$ cat src/fltcfg_pkg.sv
/*
  fltcfg_pkg: shared constants and types of the fault settings block.
  Assumes a 32-bit Avalon-MM register bus and currents in milliamps.
*/
`default_nettype none
package fltcfg_pkg;
  localparam int unsigned FLTCFG_AW = 8;
  localparam int unsigned FLTCFG_CW = 14;
  // register byte addresses
  localparam logic [7:0] FLTCFG_OFS_SETTINGS = 8'h90;
  localparam logic [7:0] FLTCFG_OFS_STATUS = 8'h94;
  localparam logic [7:0] FLTCFG_OFS_CLEAR = 8'h98;
  localparam logic [7:0] FLTCFG_OFS_ENABLE = 8'h9C;
  localparam logic [31:0] FLTCFG_SETTINGS_RST = 32'h00000000;
  // field positions inside fault_settings_a
  localparam int unsigned FLTCFG_POS_PARITY = 31;
  localparam int unsigned FLTCFG_POS_ILIMIT = 27;
  localparam int unsigned FLTCFG_POS_CMP_THR = 23;
  localparam int unsigned FLTCFG_POS_ADC_THR = 19;
  localparam int unsigned FLTCFG_POS_NVM_RESP = 18;
  // status, clear and enable bits
  localparam int unsigned FLTCFG_EV_CMP_LOCK = 0;
  localparam int unsigned FLTCFG_EV_ADC_LOCK = 1;
  localparam int unsigned FLTCFG_EV_NVM = 2;
  localparam int unsigned FLTCFG_EV_N = 3;
  localparam logic [2:0] FLTCFG_EV_RST = 3'h0;
  // current scale points in milliamps
  localparam logic [13:0] FLTCFG_MA_CODE0 = 14'h007D;
  localparam logic [13:0] FLTCFG_MA_CODE1 = 14'h00FA;
  localparam logic [13:0] FLTCFG_MA_CODE2 = 14'h01F4;
  localparam logic [13:0] FLTCFG_MA_LIN_BASE = 14'h03E8;
  localparam logic [13:0] FLTCFG_MA_LIN_STEP = 14'h01F4;
  localparam logic [13:0] FLTCFG_MA_CODEE = 14'h1B58;
  localparam logic [13:0] FLTCFG_MA_CODEF = 14'h1F40;
  localparam logic [3:0] FLTCFG_LIN_FIRST = 4'h3;

  typedef struct packed {
    logic parity;
    logic [3:0] torque_limit;
    logic [3:0] comparator_lock_threshold;
    logic [3:0] converter_lock_threshold;
    logic nvm_fault_response;
    logic [17:0] other_fields;
  } fltcfg_settings_s;

  typedef struct packed {
    logic lock;
    logic rise;
  } fltcfg_lock_s;

  // nonlinear 16-step current scale, code to milliamps
  function automatic logic [13:0] fltcfg_code_ma(input logic [3:0] code);
    logic [3:0] k;
    k = code - FLTCFG_LIN_FIRST;
    unique case (code)
      4'h0: fltcfg_code_ma = FLTCFG_MA_CODE0;
      4'h1: fltcfg_code_ma = FLTCFG_MA_CODE1;
      4'h2: fltcfg_code_ma = FLTCFG_MA_CODE2;
      4'hE: fltcfg_code_ma = FLTCFG_MA_CODEE;
      4'hF: fltcfg_code_ma = FLTCFG_MA_CODEF;
      default: fltcfg_code_ma = 14'(FLTCFG_MA_LIN_BASE
                                    + 14'(k) * FLTCFG_MA_LIN_STEP);
    endcase
  endfunction
endpackage
`default_nettype wire

$ cat src/fltcfg_lock_det.sv
/*
  fltcfg_lock_det: one lock-current detector, level and rising pulse.
  Assumes current samples and threshold in milliamps on ref_clk.
*/
`timescale 1ns/1ns
`default_nettype none
module fltcfg_lock_det
  import fltcfg_pkg::*;
#(
  parameter int unsigned CW = FLTCFG_CW
) (
  // clock and reset
  input wire logic ref_clk,
  input wire logic rst_b,
  // sample in
  input wire logic sample_valid,
  input wire logic [CW-1:0] current_ma,
  input wire logic [CW-1:0] threshold_ma,
  // indication out
  output var fltcfg_lock_s det
);
  fltcfg_lock_s next_det;
  logic over;

  always_comb begin
    over = current_ma > threshold_ma;
    next_det.lock = det.lock;
    next_det.rise = 1'b0;
    if (sample_valid) begin
      next_det.lock = over;
      next_det.rise = over && !det.lock;
    end
  end

  always_ff @(posedge ref_clk) begin
    if (!rst_b) begin
      det <= '0;
    end else begin
      det <= next_det;
    end
  end
endmodule
`default_nettype wire

$ cat src/fltcfg_top.sv
/*
  fltcfg_top: fault settings register with lock detectors and interrupt.
  Assumes an Avalon-MM master with waitrequest on ref_clk, synchronous
  current samples and a one-cycle nvm fault pulse from the memory block.
*/
// Our own choice: the Avalon-MM register port.
// What this block does
// - one 32-bit register at 90h, resets zero
// - bits 30-27 pick torque current limit
// - bits 26-23 comparator lock threshold, same scale
// - bits 22-19 converter lock threshold, same scale
// - bit 18: zero latches and reports, one only reports nvm fault
`timescale 1ns/1ns
`default_nettype none
module fltcfg_top
  import fltcfg_pkg::*;
#(
  parameter int unsigned CW = FLTCFG_CW
) (
  // clock and reset
  input wire logic ref_clk,
  input wire logic rst_b,
  // avalon-mm slave
  input wire logic [FLTCFG_AW-1:0] avs_address,
  input wire logic avs_read,
  input wire logic avs_write,
  input wire logic [31:0] avs_writedata,
  input wire logic [3:0] avs_byteenable,
  output logic [31:0] avs_readdata,
  output logic avs_waitrequest,
  // current measurements
  input wire logic [CW-1:0] comparator_current_ma,
  input wire logic converter_sample_valid,
  input wire logic [CW-1:0] converter_current_ma,
  // nvm fault event
  input wire logic nvm_fault,
  // outputs to the control loop and fault handler
  output logic [CW-1:0] torque_limit_ma,
  output logic comparator_lock,
  output logic converter_lock,
  output logic nvm_fault_latched,
  output logic nvm_fault_report,
  output logic irq
);
  fltcfg_settings_s settings, next_settings;
  logic [FLTCFG_EV_N-1:0] status, next_status;
  logic [FLTCFG_EV_N-1:0] enable, next_enable;
  logic [31:0] next_readdata;
  logic next_waitrequest;
  logic [CW-1:0] next_torque;
  logic [CW-1:0] cmp_thr_ma, adc_thr_ma;
  logic next_latched, next_report, next_irq;
  logic req, wr_go;
  logic [FLTCFG_EV_N-1:0] ev, clr;
  fltcfg_lock_s cmp_det, adc_det;

  function automatic logic [31:0] fltcfg_merge(input logic [31:0] old,
      input logic [31:0] wd, input logic [3:0] be);
    logic [31:0] r;
    r = old;
    for (int i = 0; i < 4; i++) begin
      if (be[i]) begin
        r[i*8 +: 8] = wd[i*8 +: 8];
      end
    end
    return r;
  endfunction

  // bus handshake: one wait cycle, then a single-cycle answer
  always_comb begin
    req = avs_read || avs_write;
    wr_go = avs_write && !avs_waitrequest;
    next_waitrequest = !(req && avs_waitrequest);
    next_readdata = avs_readdata;
    if (avs_read && avs_waitrequest) begin
      unique case (avs_address)
        FLTCFG_OFS_SETTINGS: next_readdata = settings;
        FLTCFG_OFS_STATUS: next_readdata = 32'(status);
        FLTCFG_OFS_ENABLE: next_readdata = 32'(enable);
        default: next_readdata = 32'h00000000;
      endcase
    end
  end

  always_ff @(posedge ref_clk) begin
    if (!rst_b) begin
      avs_waitrequest <= 1'b1;
      avs_readdata <= 32'h00000000;
    end else begin
      avs_waitrequest <= next_waitrequest;
      avs_readdata <= next_readdata;
    end
  end

  // register writes
  always_comb begin
    next_settings = settings;
    next_enable = enable;
    clr = '0;
    if (wr_go) begin
      unique case (avs_address)
        FLTCFG_OFS_SETTINGS: next_settings =
          fltcfg_merge(settings, avs_writedata, avs_byteenable);
        FLTCFG_OFS_ENABLE: next_enable = FLTCFG_EV_N'(fltcfg_merge(
          32'(enable), avs_writedata, avs_byteenable));
        FLTCFG_OFS_CLEAR: clr = avs_byteenable[0] ?
          avs_writedata[FLTCFG_EV_N-1:0] : '0;
        default: next_settings = settings;
      endcase
    end
  end

  always_ff @(posedge ref_clk) begin
    if (!rst_b) begin
      settings <= FLTCFG_SETTINGS_RST;
      enable <= FLTCFG_EV_RST;
    end else begin
      settings <= next_settings;
      enable <= next_enable;
    end
  end

  assign cmp_thr_ma = CW'(fltcfg_code_ma(settings.comparator_lock_threshold));
  assign adc_thr_ma = CW'(fltcfg_code_ma(settings.converter_lock_threshold));

  fltcfg_lock_det #(.CW(CW)) u_cmp_det (
    .ref_clk(ref_clk),
    .rst_b(rst_b),
    .sample_valid(1'b1),
    .current_ma(comparator_current_ma),
    .threshold_ma(cmp_thr_ma),
    .det(cmp_det)
  );

  fltcfg_lock_det #(.CW(CW)) u_adc_det (
    .ref_clk(ref_clk),
    .rst_b(rst_b),
    .sample_valid(converter_sample_valid),
    .current_ma(converter_current_ma),
    .threshold_ma(adc_thr_ma),
    .det(adc_det)
  );

  // events, status, nvm response and interrupt
  always_comb begin
    ev = '0;
    ev[FLTCFG_EV_CMP_LOCK] = cmp_det.rise;
    ev[FLTCFG_EV_ADC_LOCK] = adc_det.rise;
    ev[FLTCFG_EV_NVM] = nvm_fault;
    // set wins over a clear in the same cycle
    next_status = (status & ~clr) | ev;
    next_irq = |(next_status & next_enable);
    next_torque = CW'(fltcfg_code_ma(settings.torque_limit));
    next_latched = nvm_fault_latched;
    if (clr[FLTCFG_EV_NVM]) begin
      next_latched = 1'b0;
    end
    if (nvm_fault && !settings.nvm_fault_response) begin
      next_latched = 1'b1;
    end
    next_report = nvm_fault;
  end

  always_ff @(posedge ref_clk) begin
    if (!rst_b) begin
      status <= FLTCFG_EV_RST;
      irq <= 1'b0;
      torque_limit_ma <= '0;
      nvm_fault_latched <= 1'b0;
      nvm_fault_report <= 1'b0;
    end else begin
      status <= next_status;
      irq <= next_irq;
      torque_limit_ma <= next_torque;
      nvm_fault_latched <= next_latched;
      nvm_fault_report <= next_report;
    end
  end

  // lock levels registered once more so outputs stay flop-driven
  always_ff @(posedge ref_clk) begin
    if (!rst_b) begin
      comparator_lock <= 1'b0;
      converter_lock <= 1'b0;
    end else begin
      comparator_lock <= cmp_det.lock;
      converter_lock <= adc_det.lock;
    end
  end
endmodule
`default_nettype wire

$ cat config.mk
export PLATFORM = sky130hd
export DESIGN_NAME = fltcfg_top
export DESIGN_NICKNAME = d
export VERILOG_FILES = /design/src/fltcfg_pkg.sv /design/src/fltcfg_lock_det.sv /design/src/fltcfg_top.sv
export SDC_FILE = /design/constraint.sdc
export NUM_CORES = 1
export LEC_CHECK = 0
export BUFFER_PORTS_ARGS = -buffer_cell sky130_fd_sc_hd__buf_4
export CORE_UTILIZATION = 35
export CTS_CLUSTER_SIZE = 8
export DETAILED_ROUTE_END_ITERATION = 10
export HOLD_SLACK_MARGIN = 0.08
export PLACE_DENSITY_LB_ADDON = 0.3
export SLEW_MARGIN = 40
export SYNTH_ARGS = -nofsm -noshare
export SYNTH_HDL_FRONTEND = slang
export SYNTH_SLANG_ARGS = --single-unit
$ cat constraint.sdc
create_clock -name ref_clk -period 8.25 [get_ports ref_clk]
set_input_delay 1.2375 -clock ref_clk [delete_from_list [all_inputs] [get_ports ref_clk]]
set_output_delay 1.2375 -clock ref_clk [all_outputs]
set_load 0.05 [all_outputs]
==> results of run 1 <==
-- registers in the layout, indices dropped and copies added (netlist names) --
name / cells
comparator_lock: 1
u_cmp_det.det: 2
torque_limit_ma: 14
avs_readdata: 32
irq: 1
status: 3
settings: 32
enable: 3
nvm_fault_report: 1
avs_waitrequest: 1
u_adc_det.det: 2
converter_lock: 1
nvm_fault_latched: 1
-- worst min path at each step --
| stage | startpoint | endpoint | cells past startpoint |
|---|---|---|---|
| 2_1_floorplan | u_adc_det.det[1] | u_adc_det.det[0] | 1 |
| 3_3_place_gp | avs_waitrequest | avs_waitrequest | 1 |
| 3_5_place_dp | avs_waitrequest | avs_waitrequest | 1 |
| 4_1_cts | avs_waitrequest | avs_waitrequest | 1 |
| 5_1_grt | avs_waitrequest | avs_waitrequest | 1 |
| 6_report | avs_waitrequest | avs_waitrequest | 1 |
-- where the power goes --
group          switching (mW)  internal [mW]  total [mW]
logic                  0.0450         0.0450      0.0900
registers             0.00303          0.459       0.462
clock network           0.192          0.211       0.404
total                   0.240          0.715       0.956
-- cell families after synthesis --
group | synth area share, %
AO/OA/AOI/OAI | 17.1
XOR/XNOR | 3.69
adder cells (fa/ha/maj) | 21.3
buffers and inverters | 4.98
flip-flops | 26.5
multiplexers | 6.00
AND/OR/NAND/NOR | 20.5
-- synthesized netlist by cell type (all sizes together) (7+ instances only) --
cell type / number / area share (%)
a211oi: 7 / 0.74
a21boi: 8 / 0.84
a21o: 10 / 1.1
a21oi: 32 / 2.3
a22oi: 34 / 3.6
and2: 15 / 1.3
clkbuf: 22 / 1.2
dfxtp: 94 / 26
fa: 20 / 5.6
ha: 89 / 16
inv: 65 / 3.4
mux2i: 37 / 5.2
nand2: 37 / 2.0
nand2b: 14 / 1.2
nand3: 24 / 2.0
nor2: 30 / 1.6
nor2b: 75 / 6.6
nor3: 14 / 1.3
nor4: 9 / 0.88
o211ai: 7 / 0.74
o21ai: 22 / 1.5
o31ai: 8 / 0.84
or3: 8 / 0.77
xnor2: 17 / 2.1
xor2: 13 / 1.6
-- routing by layer --
layer | vias up | track usage, %
met5 | - | 0
li1 | 3041 | -
met2 | 104 | 27.5
met4 | 0 | 4.65
met1 | 2755 | 22.7
met3 | 12 | 1.92
-- through the flow --
stage / std cells / area [um^2] / total power [mW] / setup slack (ps) / hold WS, ps
5_1_grt: 1181 / 8630 / 0.995 / 1540 / 480
6_report: 1181 / 8630 / 0.956 / 2070 / 455
3_3_place_gp: 1164 / 8330 / 0.563 / 2290 / 435
4_1_cts: 1181 / 8630 / 0.972 / 2020 / 457
2_1_floorplan: 795 / 7110 / 0.518 / 2540 / 430
3_5_place_dp: 1165 / 8340 / 0.564 / 2080 / 444
-- final cells by class --
cell class	count	area share (%)
timing repair buffer	132	11.5
inverter	65	2.83
tap	265	3.84
clock inverter	7	0.754
clock buffer	9	2.61
multi-input combinational	609	56.6
sequential	94	21.8
==> impl_results.md, run 1 <==
* Largest incremental delay on the critical path at 590 ps
* X dimension of the die at 145 um
* Number of enable flip-flop cells after synthesis at 0
* Clk buf depth at 2
* Power density cells at 111 nW/um^2
* Critical path launch point type: flip-flop
* Starting DRC count in detailed routing at 288
* Total clock buffers created by CTS at 9
* Setup tns final at 0 ps
* Synthesized area per cell at 8.95 um^2
* Share of flip-flops with an asynchronous set or reset at 0%
* Unrepaired setup endpoints after global routing: false
* Number of H-tree branching levels at 3
* Max rail drop VDD at 72.6 uV
* Endpoint of the most critical setup path: u_adc_det.det[1]
* CP dominant cell by count: sky130_fd_sc_hd__inv_1
* Commonest cells after routing, fill and taps aside: sky130_fd_sc_hd__buf_4, sky130_fd_sc_hd__dfxtp_1, sky130_fd_sc_hd__ha_1, sky130_fd_sc_hd__nor2b_1, sky130_fd_sc_hd__inv_1
* Vertical extent of the die at 145 um
* Leading cell type in the layout, fill and taps excluded: sky130_fd_sc_hd__buf_4
* Clock latency at the later pin of the worst-skew pair at 350 ps
* Met3 WL post-DR at 641 um
* Class of the most critical setup path: reg -> reg
* Number of warnings reported in the yosys synthesis log at 0
* Crit path max-delay family: adder cells
* Worst reg-to-reg setup slack at 2070 ps
* Fin util at 43.8%
* Filler Cells Inserted at 1979
* Ordered list of cells on the worst path: inv_1, ha_1, a21oi_1, xor2_1, inv_1, fa_1, inv_1, fa_1, inv_1, ha_1, and3b_1, nor4_1, o221ai_1, o311ai_0, or3_1, o211ai_1, ha_1, nand4_1, or4_1, nand3_1, nor2_1, a21oi_1, o31ai_1
* Cell count after synthesis at 795
* Worst reg2reg path depth at 23
* Via count of the first global-routing pass at 5668
* Maximum number of pins on one net before global-route repair at 92
* CP Launch Point: settings[21]
* # clock sinks at 94
* Combined area of the multi-input logic cells at 4890 um^2
* Wire length after detailed routing at 17100 um
* Ratio of final minimum period to clock period at 75.0%
* Floorplan core area at 19700 um^2
* Max-slew violations at 0
* Fraction of final layout cells with drive strength greater than 1 at 18.8%
* DRT Pass-1 Iters at 4
* Ant diodes at 0
* DP Wirelength at 13300 um
* Highest routing layer actually used: met4
* Avg WL per Cell at 14.5 um
* Wire length of the first global-routing pass at 27500 um
* Total vias in the final route at 5912
* Maximum achievable frequency at 0.162 GHz
* Proportion of synthesized chip area in sequential cells at 26.5%
* Antenna violations before repair at 0
* Worst-path cell with the longest stage delay: sky130_fd_sc_hd__fa_1
* Combined flip-flop and latch cell area at 1880 um^2
* DRC violation count after routing at 0
* Slew Limit Headroom at 49.1%
* Wire length on met1 at 8540 um
* Terminus of the critical flop-to-flop path: u_adc_det.det[1]
* Crit path buf inv count at 4
* Post-CTS setup buffer count at 0
* Global-route total usage across every layer at 16.6%
* P_leak at 3.91 nW
* Die Footprint at 20900 um^2
* FF-to-FF Start: settings[21]
* Mapped cell area at 7110 um^2
* Signed area change from the synthesized netlist to the final layout at 21.4%
* Peak fanout along the critical path at 11
* Cell row count at 51
* # Max-Cap Violations at 0
* Total of flip-flops plus latches after synthesis at 94
* Number of buffer cells added on primary ports at 129
* Worst Tran Pin Value at 763 ps
* CP required at 8480 ps
* CTS tree: done
* Antenna-violating nets left at 0
* Synth cell types at 65
* Run status: finished, final reports clean
* Worst min-delay path category: reg -> reg
* Hold-fix buffers, CTS at 0
* Most frequently used flop master after synthesis: sky130_fd_sc_hd__dfxtp_1
* Period minus WS final at 6180 ps
* Number of endpoints failing setup at the final stage at 0
* Net count after synthesis at 982
* Count of nets after finishing at 1098
* Final weighted congestion in routability-driven placement at 0.831
* Number of instances resized during post-cts repair at 0
* CTS clk-pin slew, worst paths at 70 ps
* Initial standard-cell utilization of the core at 36.1%
* Crit. End Element: flip-flop
* DR WL met2 at 7770 um
* Detailed-route vias per instance at 5.01
* Crit path arrival time at 6410 ps
* CTS Root Cell: sky130_fd_sc_hd__clkbuf_16
* Io pins at 130
* Layout Skew at 7.96 ps
* GR Overflow Total at 0
* WP depth at 23
* Count of final hold-check violations at 0
Power figures use the tool's default switching activity.
==> run 2, diff against run 1 <==
Settings changed: ABC_AREA set to 1.
Clock period 8.25 ns to 5.7 ns, I/O delays scaled along.
==> impl_results.md, run 2 <==
* Terminus of the critical flop-to-flop path: u_adc_det.det[1]
* Total clock buffers created by CTS at 9 (unchanged)
* Worst reg2reg path depth at 27 (+17%)
* Ratio of final minimum period to clock period at 87.9% (+13 points)
* Final Power at 1.40 mW (+46%)
* Worst Tran Pin Value at 806 ps (+42.9 ps)
* Floorplan core area at 19600 um^2 (-0.65%)
* Synthesized area per cell at 7.12 um^2 (-20%)
* Die Footprint at 20700 um^2 (-1.0%)
* Count of nets after finishing at 1297 (+18%)
* Net switching power at 0.367 mW (+53%)
* Clk buf depth at 2 (unchanged)
* Number of endpoints failing setup at the final stage at 0 (unchanged)
* Final instance count without filler cells at 1380 (+17%)
* Met2 capacity usage during global routing at 30.8% (+3.3 points)
* Layout Skew at 7.96 ps (+0.00716 ps)
* Mapped cell area at 7040 um^2 (-1.0%)
* Top Registers: avs_readdata (32), settings (32), torque_limit_ma (14)
* Fraction of met3 tracks used by global routing at 2.47% (+0.55 points)
* Setup tns final at 0 ps (unchanged)
* Max rail drop VDD at 121 uV (+66%)
* Antenna-violating nets left at 0 (unchanged)
* Clock latency at the later pin of the worst-skew pair at 350 ps (about the same)
* Worst reg-to-reg setup slack at 690 ps (-1380 ps)
* End point of the most critical hold path: u_adc_det.det[0]
* Class of the most critical setup path: reg -> reg
* P_leak at 3.95 nW (+1.2%)
* Final weighted congestion in routability-driven placement at 0.831 (about the same)
* Crit path arrival time at 5240 ps (-1170 ps)
* Starting DRC count in detailed routing at 351 (+22%)
* Unrepaired setup endpoints after global routing: false
* Number of enable flip-flop cells after synthesis at 0 (unchanged)
* Hold Crit Start: u_adc_det.det[1]
* Peak fanout along the critical path at 9 (-2)
* Post-place setup slack at 678 ps (-1400 ps)
* Number of buffer cells added on primary ports at 129 (unchanged)
* Max-slew violations at 0 (unchanged)
* Maximum achievable frequency at 0.200 GHz (+23%)
* DP Cell Count at 1364 (+17%)
* Total vias in the final route at 6535 (+11%)
* Initial standard-cell utilization of the core at 35.9% (-0.14 points)
* Power density cells at 164 nW/um^2 (+48%)
* Proportion of power drawn by flip-flops and latches at 47.9% (-0.5 points)
* Most repeated cell in the gate-level netlist after synthesis: sky130_fd_sc_hd__nand2_1
* Antenna violations before repair at 0 (unchanged)
* Leading cell type in the layout, fill and taps excluded: sky130_fd_sc_hd__nand2_1
* Vertical extent of the die at 144 um (-0.51%)
* CTS Root Cell: sky130_fd_sc_hd__clkbuf_16
* Most frequently used flop master after synthesis: sky130_fd_sc_hd__dfxtp_1
* Count of final hold-check violations at 0 (unchanged)
* Avg WL per Cell at 13.2 um (-9.0%)
* Cell count after synthesis at 988 (+24%)
* Biggest area consumer among synthesized cells: sky130_fd_sc_hd__dfxtp_1
* Cell-internal power at 1.03 mW (+44%)
* Run status: finished, final reports clean
* Worst min-delay path category: reg -> reg
* CTS tree: done
* Cell row count at 51 (unchanged)
* GR Overflow Total at 0 (unchanged)
* Maximum number of pins on one net before global-route repair at 47 (-49%)
* # Max-Cap Violations at 0 (unchanged)
* Hold-fix buffers, CTS at 0 (unchanged)
* CP required at 5930 ps (-2550 ps)
* X dimension of the die at 144 um (-0.51%)
* Critical path launch point type: flip-flop
* Top post-synthesis cells by area: sky130_fd_sc_hd__dfxtp_1, sky130_fd_sc_hd__ha_1, sky130_fd_sc_hd__nand2_1, sky130_fd_sc_hd__inv_1, sky130_fd_sc_hd__fa_1
* Ant diodes at 0 (unchanged)
* DP Wirelength at 14500 um (+8.3%)
* CTS clk-pin slew, worst paths at 70 ps (about the same)
* Global-route total usage across every layer at 17.9% (+1.2 points)
* Signed area change from the synthesized netlist to the final layout at 21.3% (about the same)
* Sw Ratio at 26.3% (+1.2 points)
* Synth cell types at 45 (-31%)
* Combined flip-flop and latch cell area at 1880 um^2 (about the same)
* Share of flip-flops with an asynchronous set or reset at 0% (unchanged)
* Crit. End Element: flip-flop
* Proportion of synthesized chip area in sequential cells at 26.7% (+0.27 points)
* Commonest cells after routing, fill and taps aside: sky130_fd_sc_hd__nand2_1, sky130_fd_sc_hd__buf_4, sky130_fd_sc_hd__inv_1, sky130_fd_sc_hd__dfxtp_1, sky130_fd_sc_hd__ha_1
* Filler Cells Inserted at 2028 (+2.5%)
* Number of H-tree branching levels at 3 (unchanged)
* Cell depth of the worst hold path at 1 (unchanged)
* Wire length after detailed routing at 18200 um (+6.4%)
* FF-to-FF Start: settings[21]
* Combinational share of power at 9.9% (+0.5 points)
* Slew Limit Headroom at 46.2% (-2.9 points)
* Worst setup slack after layout at 690 ps (-1380 ps)
* Via count of the first global-routing pass at 6035 (+6.5%)
* Period minus WS final at 5010 ps (-1170 ps)
* Detailed-route vias per instance at 4.74 (-5.4%)
* Met1 usage in global routing at 24.0% (+1.3 points)
* Net count after synthesis at 1175 (+20%)
* # clock sinks at 94 (unchanged)
* Combined area of the multi-input logic cells at 4530 um^2 (-7.3%)
* Io pins at 130 (unchanged)
* Wire length of the first global-routing pass at 29200 um (+6.1%)
* Number of warnings reported in the yosys synthesis log at 0 (unchanged)
* DRC violation count after routing at 0 (unchanged)
* Total of flip-flops plus latches after synthesis at 94 (unchanged)
* Most utilized layer in the global route result: met2
* Fraction of final layout cells with drive strength greater than 1 at 16.6% (-2.2 points)
* Fraction of post-synthesis cell area in the top cell type by area at 26.7% (+0.27 points)
* Power share of the clock group at 42.2% (about the same)
* Top cells by count, synth: sky130_fd_sc_hd__nand2_1, sky130_fd_sc_hd__inv_1, sky130_fd_sc_hd__dfxtp_1
* DRT Pass-1 Iters at 5 (+1)
[run 2: changes by cell type after synthesis, sizes merged, moves of 11 or more]
cell / delta
nor2b: -75
o21ai: +11
nand2b: -14
inv: +71
nand3: +30
nand2: +214
and2: -15
nor2: +59
mux2i: -37
a21oi: +41
a22oi: -34
nor3: +43
[run 2: per-layer routing]
| metal | vias up | wire, um |
|---|---|---|
| li1 | 3453 | - |
| met4 | 0 | 106 |
| met3 | 9 | 857 |
| met2 | 150 | 8420 |
| met1 | 2923 | 8800 |
| met5 | - | 0 |
[run 2: stage by stage]
step           hold WS [ps]  util (%)  cell area, um^2
6_report                413      43.6             8540
5_1_grt                 434      43.6             8540
4_1_cts                 420      43.6             8540
3_5_place_dp            419      42.1             8250
3_3_place_gp            406      42.1             8250
2_1_floorplan           391         -             7040
[run 2: area by class of cell]
class / count / area share, %
clock buffers: 9 / 2.64
repair buffers: 132 / 11.6
clock inverters: 7 / 0.747
inverters: 137 / 6.03
well taps: 265 / 3.88
flip-flops and latches: 94 / 22.0
multi-input cells: 736 / 53.1
[run 2: cell families (layout without fill, tap and decap cells)]
logic type      Yosys count  count (layout)  synth area share [%]
simple gates            481             481                  30.7
compound gates          129             129                  10.1
xor+xnor                 17              17                  2.12
flops                    94              94                  26.7
fa+ha+maj               109             109                  21.5
buf+inv                 158             285                  8.89
[run 2: timing repair]
item                                    CTS  global route
setup buffers                             0             0
resized for setup                         0             1
endpoints found under the setup margin    0             1
[run 2: worst max path at each step]
stage                 startpoint                to
floorplan           settings[21]  u_adc_det.det[1]
global placement    settings[19]  u_adc_det.det[1]
detailed placement  settings[19]  u_adc_det.det[1]
CTS                 settings[19]  u_adc_det.det[1]
global route        settings[21]  u_adc_det.det[1]
finish              settings[21]  u_adc_det.det[1]
[run 2: critical path, stage by stage, from the launching register on]
cell and delay [ps]:
sky130_fd_sc_hd__dfxtp_1 520, sky130_fd_sc_hd__inv_1 160, sky130_fd_sc_hd__ha_1 210, sky130_fd_sc_hd__nand2_1 60
sky130_fd_sc_hd__nand2_1 80, sky130_fd_sc_hd__xor2_1 190, sky130_fd_sc_hd__inv_1 130, sky130_fd_sc_hd__fa_1 580
sky130_fd_sc_hd__inv_1 110, sky130_fd_sc_hd__fa_1 550, sky130_fd_sc_hd__inv_1 40, sky130_fd_sc_hd__ha_1 330
sky130_fd_sc_hd__nand3_1 150, sky130_fd_sc_hd__nand2_1 60, sky130_fd_sc_hd__nand2_1 90, sky130_fd_sc_hd__nand3_1 100
sky130_fd_sc_hd__nand2_1 90, sky130_fd_sc_hd__nand2_1 70, sky130_fd_sc_hd__nor2_1 140, sky130_fd_sc_hd__nand3_1 90
sky130_fd_sc_hd__nand3_1 80, sky130_fd_sc_hd__nand2_1 50, sky130_fd_sc_hd__ha_1 270, sky130_fd_sc_hd__nand2_1 70
sky130_fd_sc_hd__nor4b_1 360, sky130_fd_sc_hd__a31oi_1 120, sky130_fd_sc_hd__nand2_1 100, sky130_fd_sc_hd__o21ai_0 80
[run 2: power by group through the flow]
stage | Clock, mW | Combinational, mW | Sequential [mW]
5_1_grt | 0.623 | 0.153 | 0.669
3_3_place_gp | 0 | 0.138 | 0.684
6_report | 0.590 | 0.138 | 0.669
2_1_floorplan | 0 | 0.0530 | 0.699
3_5_place_dp | 0 | 0.139 | 0.684
4_1_cts | 0.603 | 0.140 | 0.669
==> run 3, diff against run 2 <==
Settings changed: RECOVER_POWER set to 25.
==> impl_results.md, run 3 (synthesis results as in run 2) <==
* Run status: finished, final reports clean
* Hold-fix buffers, CTS at 0 (unchanged)
* Die Footprint at 20700 um^2 (unchanged)
* Io pins at 130 (unchanged)
* Wire length of the first global-routing pass at 29200 um (unchanged)
* Total vias in the final route at 6536 (+0.015%)
* Total clock buffers created by CTS at 9 (unchanged)
* Worst-path cell with the longest stage delay: sky130_fd_sc_hd__fa_1
* Antenna violations before repair at 0 (unchanged)
* Maximum number of pins on one net before global-route repair at 47 (unchanged)
* DRT Pass-1 Iters at 4 (-1)
* X dimension of the die at 144 um (unchanged)
* Vertical extent of the die at 144 um (unchanged)
* Fraction of final layout cells with drive strength greater than 1 at 13.7% (-2.9 points)
* Layout Skew at 6.26 ps (-1.71 ps)
* Maximum achievable frequency at 0.200 GHz (about the same)
* CP required at 5930 ps (about the same)
* Crit. End Element: flip-flop
* Floorplan core area at 19600 um^2 (unchanged)
* Number of buffer cells added on primary ports at 129 (unchanged)
* P_leak at 3.83 nW (-3.1%)
* Commonest cells after routing, fill and taps aside: sky130_fd_sc_hd__nand2_1, sky130_fd_sc_hd__inv_1, sky130_fd_sc_hd__buf_4, sky130_fd_sc_hd__dfxtp_1, sky130_fd_sc_hd__ha_1
* Worst min-delay path category: reg -> reg
* Signed area change from the synthesized netlist to the final layout at 19.7%
* Number of endpoints failing setup at the final stage at 0 (unchanged)
* DRC violation count after routing at 0 (unchanged)
* GR Overflow Total at 0 (unchanged)
* Ratio of final minimum period to clock period at 87.9% (about the same)
* Initial standard-cell utilization of the core at 35.9% (unchanged)
* Count of nets after finishing at 1297 (unchanged)
* Wire length after detailed routing at 18200 um (about the same)
* Cell row count at 51 (unchanged)
* DP Wirelength at 14500 um (unchanged)
* Class of the most critical setup path: reg -> reg
* Peak fanout along the critical path at 9 (unchanged)
* DP Cell Count at 1364 (unchanged)
* Starting DRC count in detailed routing at 325 (-7.4%)
* CTS Root Cell: sky130_fd_sc_hd__clkbuf_16
* Crit path arrival time at 5240 ps (about the same)
* Number of H-tree branching levels at 3 (unchanged)
* Post-place setup slack at 678 ps (unchanged)
* Clock latency at the later pin of the worst-skew pair at 340 ps (about the same)
* Worst reg-to-reg setup slack at 690 ps (about the same)
* Worst Tran Pin Value at 1460 ps (+653 ps)
* Global-route total usage across every layer at 17.9% (unchanged)
* Setup tns final at 0 ps (unchanged)
* Leading cell type in the layout, fill and taps excluded: sky130_fd_sc_hd__nand2_1
* Ant diodes at 0 (unchanged)
* Worst setup slack after layout at 689 ps (-1.00 ps)
* Post-CTS setup buffer count at 0 (unchanged)
* CTS clk-pin slew, worst paths at 70 ps (about the same)
* Antenna-violating nets left at 0 (unchanged)
* Count of final hold-check violations at 0 (unchanged)
* Period minus WS final at 5010 ps (+1.00 ps)
* CTS tree: done
* Final Power at 1.39 mW (-0.30%)
* Max rail drop VDD at 121 uV (about the same)
* Max-slew violations at 0 (unchanged)
* Unrepaired setup endpoints after global routing: false
* Slew Limit Headroom at 2.65% (-44 points)
* Filler Cells Inserted at 2054 (+1.3%)
* Top Registers: avs_readdata (32), settings (32), torque_limit_ma (14)
* CP dominant cell by count: sky130_fd_sc_hd__nand2_1
* # clock sinks at 94 (unchanged)
* Critical path launch point type: flip-flop
* # Max-Cap Violations at 0 (unchanged)
* Final instance count without filler cells at 1380 (unchanged)
* Avg WL per Cell at 13.2 um (about the same)
* Detailed-route vias per instance at 4.74 (about the same)
* Largest incremental delay on the critical path at 580 ps (about the same)
* Via count of the first global-routing pass at 6035 (unchanged)
* Clk buf depth at 2 (unchanged)
* Final weighted congestion in routability-driven placement at 0.831 (unchanged)
* Power density cells at 165 nW/um^2 (+1.1%)
-- run 3: worst paths after layout --
path	start	depth (start not counted)	end
worst min register to register	u_adc_det.det[1]	1	u_adc_det.det[0]
worst max register to register	settings[21]	27	u_adc_det.det[1]
worst min-delay path	u_adc_det.det[1]	1	u_adc_det.det[0]
worst max-delay path	settings[21]	27	u_adc_det.det[1]
-- run 3: what timing repair did --
item | CTS | global route
resized for setup | 0 | 1
setup endpoints to repair | 0 | 1
hold endpoints to repair | 0 | 0
-- run 3: worst max-delay path, delay by kind of cell, from the launching register on --
kind                     cells  cell delay, ps
flip-flops                   1             520
XOR/XNOR                     1             190
buffers and inverters        4             440
AO/OA/AOI/OAI                2             200
adder cells (fa/ha/maj)      5            1940
AND/OR/NAND/NOR             15            1590
-- run 3: through the flow --
| step | util (%) | cell area (um^2) | hold slack (ps) |
|---|---|---|---|
| floorplan | - | 7040 | 391 |
| global placement | 42.1 | 8250 | 406 |
| detailed placement | 42.1 | 8250 | 419 |
| CTS | 43.6 | 8540 | 420 |
| global route | 43.0 | 8420 | 434 |
| finish | 43.0 | 8420 | 413 |
-- run 3: final cells by class --
| cell class | instances | area, um^2 | area share (%) |
|---|---|---|---|
| multi-input combinational | 736 | 4530 | 53.7 |
| timing repair buffer | 132 | 878 | 10.4 |
| clock buffer | 9 | 225 | 2.67 |
| tap | 265 | 332 | 3.94 |
| sequential | 94 | 1880 | 22.4 |
| inverter | 137 | 515 | 6.12 |
| clock inverter | 7 | 63.8 | 0.757 |
-- run 3: layer usage --
metal	vias up	GRT usage [%]	routed length, um
li1	3454	-	-
met1	2936	24.0	8890
met2	138	30.8	8470
met3	8	2.47	752
met4	0	2.86	84
met5	-	0	0
-- run 3: report_power, final --
part	total, mW	internal [mW]	switching [mW]
Sequential	0.669	0.665	0.00408
Clock	0.589	0.306	0.283
Combinational	0.135	0.0556	0.0794
